$ cat config.mk
export PLATFORM = sky130hd
export DESIGN_NAME = esi_core
export DESIGN_NICKNAME = d
export VERILOG_FILES = /design/src/common/esi_pkg.sv /design/src/design/esi_core.sv
export SDC_FILE = /design/constraint.sdc
export NUM_CORES = 1
export LEC_CHECK = 0
export BUFFER_PORTS_ARGS = -buffer_cell sky130_fd_sc_hd__clkbuf_2
export CORE_MARGIN = 2
export CORE_UTILIZATION = 40
export DETAILED_ROUTE_END_ITERATION = 10
export GPL_TIMING_DRIVEN = 0
export PLACE_DENSITY = 0.75
export SLEW_MARGIN = 20
export SYNTH_ARGS = -nofsm -noshare
export SYNTH_HDL_FRONTEND = slang
export SYNTH_SLANG_ARGS = --single-unit
$ cat constraint.sdc
create_clock -name clk_sys -period 4.26 [get_ports clk_sys]
set_clock_uncertainty 0.1 [all_clocks]
set_input_delay 0.852 -clock clk_sys [delete_from_list [all_inputs] [get_ports clk_sys]]
set_output_delay 0.852 -clock clk_sys [all_outputs]
set_load 0.01 [all_outputs]
$ cat src/common/esi_pkg.sv
package esi_pkg;
  // Opcode patterns, compared on the upper bits of the fetched word; the call pattern on the whole word
  localparam logic [15:0] ESI_OP_REG_CALL = 16'h0014;
  localparam logic [7:0] ESI_OP_PTR_SUB = 8'hE9;
  localparam logic [7:0] ESI_OP_PUSH_LIT = 8'hEA;
  localparam logic [7:0] ESI_OP_MOVE = 8'hEB;
  localparam logic [3:0] ESI_OP_SECOND = 4'hF;
  // Field positions
  localparam int ESI_MOVE_KIND_BIT = 7;
  localparam int ESI_PTR_SEL_LSB = 6;
  localparam logic [1:0] ESI_PTR_SEL_RETURN = 2'h3;
  localparam logic [11:0] ESI_PC_STEP = 12'h002;
  // Special register addresses in the data space
  localparam logic [11:0] ESI_ADDR_PC_LOW = 12'hFF9;
  localparam logic [11:0] ESI_ADDR_TOP_LOW = 12'hFFD;
  localparam logic [11:0] ESI_ADDR_TOP_HIGH = 12'hFFE;
  localparam logic [11:0] ESI_ADDR_TOP_UPPER = 12'hFFF;
  localparam logic [11:0] ESI_ADDR_IND0 = 12'hFEB;
  localparam logic [11:0] ESI_ADDR_IND1 = 12'hFE3;
  localparam logic [11:0] ESI_ADDR_IND2 = 12'hFDB;
  localparam logic [2:0] ESI_IND_SPAN = 3'h4;
  localparam logic [11:0] ESI_PTR_RESET = 12'h000;
  localparam logic [7:0] ESI_ZERO_BYTE = 8'h00;

  typedef enum logic [2:0] {
    ESI_IDLE,
    ESI_CALL_WAIT,
    ESI_RET_WAIT,
    ESI_MOVE_ABS,
    ESI_MOVE_IDX
  } esi_state_t;

  // Data memory request
  typedef struct packed {
    logic rd;
    logic wr;
    logic [11:0] addr;
    logic [7:0] wdata;
  } esi_mem_req_t;

  // Program counter / return stack request
  typedef struct packed {
    logic push;
    logic pop_load;
    logic load;
    logic [20:0] push_addr;
    logic [20:0] target;
  } esi_flow_req_t;
endpackage

$ cat src/design/esi_core.sv
`timescale 1ns/100ps
// How it works
// - Register call pushes PC+2, loads PC
// - Register call: one word, two cycles
// - Register call changes only stack and PC
// - Absolute move source is pointer plus offset
// - Absolute move destination is 12-bit address
// - Moves never write PC or stack-top bytes
// - Indirect-register source reads as zero
// - Indexed move adds two offsets to pointer
// - Indirect destination blocks indexed move write
// - Push literal stores then decrements pointer
// - Pointer subtract 6-bit literal, flags untouched
// - Selector three means subtract and return
// - Then load PC from return stack top
// - Subtract and return takes two cycles
// - Extended set needs configuration bit set
module esi_core
  import esi_pkg::*;
#(
  parameter int PTR_W = 12
)
(
  input wire logic clk_sys, // 40 MHz core clock
  input wire logic rst, // Synchronous reset, active high
  input wire logic extended_set_config_bit, // Configuration strap
  input wire logic insn_valid, // Fetched word is valid this cycle
  input wire logic [15:0] insn_word, // Fetched instruction word
  input wire logic [20:0] pc_now, // Address of the current instruction
  input wire logic [7:0] working_register, // Working register value
  input wire logic [7:0] pc_high_latch, // High byte latch
  input wire logic [7:0] pc_upper_latch, // Upper byte latch
  input wire logic [7:0] mem_rdata, // Data memory read byte, same cycle
  output esi_pkg::esi_mem_req_t mem_req_q, // Data memory request
  output esi_pkg::esi_flow_req_t flow_req_q, // PC and return stack request
  output logic insn_busy_q, // Second cycle of a two-cycle op
  output logic insn_taken_q, // Word was an extended instruction
  output logic [PTR_W-1:0] soft_stack_pointer_q, // Pointer 2
  output logic [PTR_W-1:0] file_select_pointer0_q, // Pointer 0
  output logic [PTR_W-1:0] file_select_pointer1_q // Pointer 1
);
  import esi_pkg::*;

  // Only the 12-bit data space is decoded
  if (PTR_W != 12)
  begin : g_width_check
    $error("esi_core: pointer width must be 12");
  end

  function automatic logic is_indirect(input logic [11:0] a);
    logic hit;
    hit = 1'b0;
    if (a >= ESI_ADDR_IND0 && a < ESI_ADDR_IND0 + 12'(ESI_IND_SPAN))
      hit = 1'b1;
    if (a >= ESI_ADDR_IND1 && a < ESI_ADDR_IND1 + 12'(ESI_IND_SPAN))
      hit = 1'b1;
    if (a >= ESI_ADDR_IND2 && a < ESI_ADDR_IND2 + 12'(ESI_IND_SPAN))
      hit = 1'b1;
    // The indirect window is five bytes: four listed above plus the plus-w slot
    if (a == ESI_ADDR_IND0 + 12'(ESI_IND_SPAN) || a == ESI_ADDR_IND1 + 12'(ESI_IND_SPAN)
        || a == ESI_ADDR_IND2 + 12'(ESI_IND_SPAN))
      hit = 1'b1;
    return hit;
  endfunction

  function automatic logic is_protected(input logic [11:0] a);
    return a == ESI_ADDR_PC_LOW || a == ESI_ADDR_TOP_LOW
      || a == ESI_ADDR_TOP_HIGH || a == ESI_ADDR_TOP_UPPER;
  endfunction

  esi_state_t state_q, state_d;
  logic [7:0] move_data_q;
  logic [11:0] move_src_q;

  // Extended set gate
  // config bit gates
  logic cfg_s1_q, cfg_q;
  wire ext_on = cfg_q;
  wire idle = state_q == ESI_IDLE;
  wire dec = idle && insn_valid && ext_on;
  wire [7:0] op_hi = insn_word[15:8];
  wire is_call = dec && insn_word == ESI_OP_REG_CALL;
  wire is_push = dec && op_hi == ESI_OP_PUSH_LIT;
  wire is_sub = dec && op_hi == ESI_OP_PTR_SUB;
  wire [1:0] sel = insn_word[ESI_PTR_SEL_LSB +: 2];
  wire is_subret = is_sub && sel == ESI_PTR_SEL_RETURN;
  wire is_move = dec && op_hi == ESI_OP_MOVE;
  wire move_idx = insn_word[ESI_MOVE_KIND_BIT];
  wire [11:0] k6 = {6'h00, insn_word[5:0]};
  wire [11:0] z7 = {5'h00, insn_word[6:0]};
  wire [11:0] src_addr = soft_stack_pointer_q + z7;
  wire [11:0] dst_idx = soft_stack_pointer_q + z7;
  wire [11:0] dst_abs = insn_word[11:0];
  wire second_ok = insn_valid && insn_word[15:12] == ESI_OP_SECOND;
  wire [11:0] dst_addr = state_q == ESI_MOVE_IDX ? dst_idx : dst_abs;
  wire in_move = state_q == ESI_MOVE_ABS || state_q == ESI_MOVE_IDX;
  wire move_write = in_move && second_ok && !is_protected(dst_addr)
    && !(state_q == ESI_MOVE_IDX && is_indirect(dst_addr));
  wire [7:0] src_val = is_indirect(src_addr) ? ESI_ZERO_BYTE : mem_rdata;
  // call target from working register and latches
  wire [20:0] call_target = {pc_upper_latch[4:0], pc_high_latch, working_register};

  always_comb
  begin
    state_d = state_q;
    case (state_q)
      ESI_IDLE:
      begin
        if (is_call)
          state_d = ESI_CALL_WAIT;
        else if (is_subret)
          state_d = ESI_RET_WAIT;
        else if (is_move)
          state_d = move_idx ? ESI_MOVE_IDX : ESI_MOVE_ABS;
      end
      ESI_CALL_WAIT,
      ESI_RET_WAIT:
        state_d = ESI_IDLE;
      ESI_MOVE_ABS,
      ESI_MOVE_IDX:
        if (insn_valid)
          state_d = ESI_IDLE;
      default:
        state_d = ESI_IDLE;
    endcase
  end

  always_ff @(posedge clk_sys)
  begin
    if (rst)
    begin
      cfg_s1_q <= 1'b0;
      cfg_q <= 1'b0;
      state_q <= ESI_IDLE;
      move_data_q <= ESI_ZERO_BYTE;
      move_src_q <= ESI_PTR_RESET;
    end
    else
    begin
      cfg_s1_q <= extended_set_config_bit;
      cfg_q <= cfg_s1_q;
      state_q <= state_d;
      if (is_move)
      begin
        move_data_q <= src_val;
        move_src_q <= src_addr;
      end
    end
  end

  // Pointer updates land at the end of the cycle, so the next word sees them
  // immediate commit
  always_ff @(posedge clk_sys)
  begin
    if (rst)
    begin
      soft_stack_pointer_q <= ESI_PTR_RESET;
      file_select_pointer0_q <= ESI_PTR_RESET;
      file_select_pointer1_q <= ESI_PTR_RESET;
    end
    else if (is_push)
      soft_stack_pointer_q <= soft_stack_pointer_q - 12'h001;
    else if (is_sub)
    begin
      case (sel)
        2'h0: file_select_pointer0_q <= file_select_pointer0_q - k6;
        2'h1: file_select_pointer1_q <= file_select_pointer1_q - k6;
        default: soft_stack_pointer_q <= soft_stack_pointer_q - k6;
      endcase
    end
  end

  always_ff @(posedge clk_sys)
  begin
    if (rst)
    begin
      mem_req_q <= '0;
      flow_req_q <= '0;
      insn_busy_q <= 1'b0;
      insn_taken_q <= 1'b0;
    end
    else
    begin
      mem_req_q <= '0;
      flow_req_q <= '0;
      insn_busy_q <= state_d != ESI_IDLE;
      insn_taken_q <= is_call || is_push || is_sub || is_move;
      if (is_push)
      begin
        mem_req_q.wr <= 1'b1;
        mem_req_q.addr <= soft_stack_pointer_q;
        mem_req_q.wdata <= insn_word[7:0];
      end
      else if (is_move)
      begin
        mem_req_q.rd <= 1'b1;
        mem_req_q.addr <= src_addr;
      end
      else if (move_write)
      begin
        mem_req_q.wr <= 1'b1;
        mem_req_q.addr <= dst_addr;
        mem_req_q.wdata <= move_data_q;
      end
      // push return address and jump; nothing else touched
      if (is_call)
      begin
        flow_req_q.push <= 1'b1;
        flow_req_q.push_addr <= pc_now + 21'(ESI_PC_STEP);
        flow_req_q.load <= 1'b1;
        flow_req_q.target <= call_target;
      end
      if (is_subret)
        flow_req_q.pop_load <= 1'b1;
    end
  end
endmodule

==> qor.txt, run 1 <==
area of the multi-input gates: 3309 um^2
Seq. cell area: 2342 um^2
Synth cell types: 61
slew at the pin with the worst max-slew slack: 0.6557 ns
# DRC: 0
vias in the first global route: 5366
#FFs+latches synth: 117
WL/cell: 15.34 um
DR vias/cell: 5.194
Seq/Total Area, Yosys: 0.3986
pins over their slew limit: 0
Setup crit start kind: input port
slack of the critical path: 0.3673 ns
worst slack, placed: -0.6022 ns
Sink Count: 117
worst skew pair latency: 0.41 ns
CTS tree: yes
final setup fails: 0
async set-or-reset flop fraction in the synthesized netlist: 0
I/O pin cnt: 178
CTS Buf Count: 17
Hold WS: 0.3452 ns
Setup crit end kind: flip-flop
Period minus WS final: 3.893 ns
syn_area_per_cell: 8.348 um^2
CTS max path bufs: 2
Hold Violations, Final: 0
CP required: 4.44 ns
Post-synth top cells: nor2_1, dfxtp_1, nand2_1
CTS clock-pin slew for the worst setup and hold paths: 0.05 ns
Die X: 125.2 um
critical path data arrival time: 4.07 ns
initial antenna violation count: 0
Die Y: 125.2 um
initial detailed-routing violation count: 383
yosys warns: 0
R2R setup slack: 0.58 ns
DRT Wirelength: 16810 um
Synth area leader: dfxtp_1
Detailed Routing Iterations Pass 1: 5
power per cell area: 355.4 nW/um^2
top cell type's share of synthesized area: 0.3986
fin nets: 1001
Layout area overhead: 29.40%
root buffer cell: clkbuf_16
largest net degree at the start of global routing: 17
H-tree depth: 4
die area: 15680 um^2
number of flops mapped to enable cells by yosys: 0
Post-Syn Area: 5877 um^2
# hold bufs at CTS: 0
Critical Path Source: insn_valid
core area: 14420 um^2
VDD IR-drop max: 0.2682 mV
leakage power: 3.366 nW
HPWL after detailed placement: 12950 um
cell count after synthesis: 704
CP max FO: 10
worst setup path category: input port to flip-flop
share of cells above drive strength 1: 0.2634
slew margin rel.: 0.5612
r2r startpoint: state_q[1]
# port buffers: 172
outcome: finished clean
# fillers: 1415
final estimated routing congestion in global placement: 0.9432
initial core utilization: 0.4074
Antenna Nets Post-Route: 0
GR Overflow Total: 0
worst hold path type: flip-flop to flip-flop
Synth Flop Type: dfxtp_1
Final period util: 0.9138
Via Count: 5693
Std-Cell Rows: 44
most numerous cell in the Yosys netlist: nor2_1
GRT Util Overall: 0.2136
Max Fclk: 256.9 MHz
Synth area leaders: dfxtp_1, nor2_1, ha_1
max-cap viol count: 0
hold path startpoint: cfg_s1_q
post-synth net total: 807
first-pass GRT wire length: 26740 um
[area by class of cell]
type | instances | share of cell area
Sequential cell | 117 | 0.3080
Buffer | 35 | 0.02057
Clock buffer | 19 | 0.05956
Tap cell | 184 | 0.03027
Multi-Input combinational cell | 530 | 0.4352
Antenna cell | 1 | 0.0003291
Timing Repair Buffer | 175 | 0.1162
Clock inverter | 13 | 0.01909
Inverter | 22 | 0.01086
[state kept, by name, summed over array words and instances, names as in the netlist]
name	cells
insn_busy_q	1
soft_stack_pointer_q	12
move_data_q	8
file_select_pointer0_q	12
state_q	3
insn_taken_q	1
mem_req_q	22
cfg_s1_q	1
file_select_pointer1_q	12
cfg_q	1
flow_req_q	44
[worst paths after layout]
path | depth (start not counted) | end
worst min-delay path | 1 | cfg_q
worst min register to register | 1 | cfg_q
worst max register to register | 17 | soft_stack_pointer_q[7]
worst max-delay path | 19 | soft_stack_pointer_q[7]
[stage by stage]
step	TNS [ns]	instance area (um^2)	util	cells	power, mW
after floorplan	0	5877	-	704	1.207
after global placement	-3.142	6968	0.4831	1060	1.278
after detailed placement	-3.193	6968	0.4831	1060	1.280
after CTS	0	7571	0.5249	1092	2.726
after global routing	-0.002566	7602	0.5271	1095	2.797
final	0	7605	0.5272	1096	2.703
[cell usage in the layout (no fill, tap or decap), types with 3 or more instances in the layout]
master	instances
a211oi_1	7
a211oi_2	3
a21boi_0	4
a21oi_1	43
a22oi_1	19
a31oi_1	7
and2_1	24
and3_1	6
buf_2	6
buf_4	5
clkbuf_1	23
clkbuf_16	17
clkbuf_2	174
clkinvlp_4	3
dfxtp_1	117
fa_1	4
ha_1	26
inv_1	21
inv_6	4
nand2_1	54
nand2b_1	11
nand3_1	19
nand4_1	7
nor2_1	121
nor2b_1	16
nor3_1	20
nor4_1	9
o21a_1	4
o21ai_0	30
or3_1	7
xnor2_1	22
xor2_1	25
[what timing repair did]
item                       4_1_cts  5_1_grt
resized for setup                1        5
pin swaps                        0        1
setup buffers                    0        3
setup endpoints to repair        4        6
gates cloned                     0        0
[critical path, cell delays in order]
cell and delay (ns):
clkbuf_2 0.14, nand2_1 0.11, nor2_1 0.10, nand3_1 0.20
nor3_4 0.32, nand2b_1 0.08, clkbuf_1 0.19, clkbuf_2 0.26
nand2_1 0.13, ha_1 0.23, nor2b_1 0.12, o21ai_0 0.19
a21boi_0 0.13, o21ai_0 0.16, nand2b_1 0.10, a21boi_0 0.33
nor2b_1 0.22, xnor2_1 0.14, nor2_1 0.05
[power by group]
| part | switching, mW | internal [mW] | total, mW |
|---|---|---|---|
| sequential | 0.000419 | 1.10 | 1.10 |
| clock | 0.546 | 0.898 | 1.44 |
| combinational | 0.0996 | 0.0636 | 0.163 |
| total | 0.646 | 2.06 | 2.70 |
[cells by family (layout without fill, tap and decap cells)]
logic type      count (synthesis)  in the layout  synth area share
simple gates                  316            316            0.2706
compound gates                134            134            0.1461
flops                         117            117            0.3986
buf+inv                        57            264           0.04024
xor+xnor                       47             47           0.07004
fa+ha+maj                      30             30           0.06898
mux                             3              3          0.005535
other cells                     0              1                 0
[metal layers]
| metal | track usage | vias to the layer above | share of wire |
|---|---|---|---|
| met2 | 0.3529 | 236 | 0.47 |
| met4 | 0.06863 | 0 | 0.017 |
| met5 | 0 | - | 0 |
| met3 | 0.08045 | 26 | 0.099 |
| met1 | 0.2579 | 2620 | 0.41 |
| li1 | - | 2811 | - |
No activity file was read; power rests on OpenSTA's default activity.
==> run 2, diff against run 1 <==
Settings changed: ABC_CLOCK_PERIOD_IN_PS from default to 4260, CELL_PAD_IN_SITES_DETAIL_PLACEMENT from default to 1, CELL_PAD_IN_SITES_GLOBAL_PLACEMENT from default to 1, CORE_UTILIZATION 40 to 30, PLACE_DENSITY 0.75 to 0.76.
==> qor.txt, run 2 (synthesis gave the netlist of run 1 again) <==
Die Y: 144.0 um
core area: 19330 um^2
Detailed Routing Iterations Pass 1: 5
outcome: finished clean
HPWL after detailed placement: 15240 um
power per cell area: 349.0 nW/um^2
CP max FO: 10
max-cap viol count: 0
die area: 20720 um^2
slack of the critical path: 0.3474 ns
CTS Buf Count: 17
Via Count: 5824
Largest regs: flow_req_q: 44 flops, mem_req_q: 22 flops
CTS tree: yes
commonest non-fill, non-tap cell in the layout: clkbuf_2
Setup crit end kind: flip-flop
Layout area overhead: 30.87%
WL/cell: 16.76 um
critical path data arrival time: 4.08 ns
largest reg by FF count: flow_req_q
largest net degree at the start of global routing: 17
CTS max path bufs: 2
first-pass GRT wire length: 30220 um
initial antenna violation count: 1
CTS clock-pin slew for the worst setup and hold paths: 0.06 ns
# port buffers: 172
I/O pin cnt: 178
final setup fails: 0
root buffer cell: clkbuf_16
Sink Count: 117
H-tree depth: 4
Antenna Nets Post-Route: 0
Die X: 144.0 um
worst skew pair latency: 0.42 ns
Setup crit start kind: input port
worst hold path type: flip-flop to flip-flop
most frequent cells in the layout: clkbuf_2, nor2_1, dfxtp_1, nand2_1, a21oi_1
slew margin rel.: 0.5567
share of cells above drive strength 1: 0.2634
initial detailed-routing violation count: 234
number of flip-flops in the largest register: 44
VDD IR-drop max: 0.2543 mV
Final Instance Count excl. Fillers: 1176
Hold Violations, Final: 0
# hold bufs at CTS: 0
final estimated routing congestion in global placement: 0.8778
worst slack, placed: -0.7474 ns
pins over their slew limit: 0
GR Overflow Total: 0
worst setup path category: input port to flip-flop
leakage power: 3.359 nW
Max Fclk: 255.6 MHz
Period minus WS final: 3.913 ns
placed cell count: 1141
# DRC: 0
slew at the pin with the worst max-slew slack: 0.6624 ns
initial core utilization: 0.3040
DR vias/cell: 4.952
Std-Cell Rows: 51
# diodes: 0
fin nets: 1001
GRT Util Overall: 0.1912
vias in the first global route: 5796
Final period util: 0.9185
CP required: 4.43 ns
DRT Wirelength: 19710 um
==> run 2: critical path, cell delays in order <==
cell and delay [ns]:
clkbuf_2 0.22, ha_1 0.30, fa_1 0.43, a211oi_1 0.44
nor2_1 0.13, xnor2_1 0.52, a31oi_1 0.17, a31oi_1 0.20
o21ai_1 0.10, o21a_1 0.19, buf_4 0.17, nor3b_2 0.17
o2bb2ai_1 0.18
==> run 2: path summary, 6_finish.rpt <==
check                                                to         start  slack [ns]  depth (start not counted)
worst max-delay path                       mem_req_q[9]  insn_word[0]        0.35                         13
worst min-delay path                              cfg_q      cfg_s1_q        0.35                          1
worst max register to register  soft_stack_pointer_q[8]    state_q[1]        0.57                         17
worst min register to register                    cfg_q      cfg_s1_q        0.35                          1
==> run 2: layout make-up <==
class                           count  area [um^2]
Buffer                             35        156.4
Clock buffer                       20        466.7
Clock inverter                     12        118.9
Fill cell                        2367        11640
Inverter                           22        82.58
Multi-Input combinational cell    530         3309
Sequential cell                   117         2342
Tap cell                          265        331.6
Timing Repair Buffer              175        883.3
==> run 2: through the flow <==
stage	utilization	area, um^2	setup TNS, ns	power (mW)	hold WS (ns)
finish	0.3978	7691	0	2.684	0.3498
global route	0.3978	7691	-0.001037	2.775	0.3720
CTS	0.3965	7666	0	2.712	0.3482
detailed placement	0.3656	7069	-4.681	1.288	0.3350
global placement	0.3656	7069	-4.027	1.283	0.3262
floorplan	-	5877	0	1.207	0.3138
==> run 2: repair_timing <==
item	CTS	global route
resized for setup	2	6
pin swaps	0	1
setup endpoints to repair	6	6
buffers inserted	0	3
==> run 2: where the power goes <==
| group | switching [mW] | internal (mW) |
|---|---|---|
| registers | 0.000408 | 1.10 |
| clock network | 0.560 | 0.858 |
| logic | 0.106 | 0.0642 |
==> run 2: routing by layer <==
metal	vias to the layer above	part of all wire	wire, um	GRT usage
met2	182	0.50	9806	0.3366
met5	-	0	0	0
met1	2802	0.41	8131	0.2204
met4	0	0.011	221	0.05212
met3	21	0.079	1552	0.06531
li1	2819	-	-	-
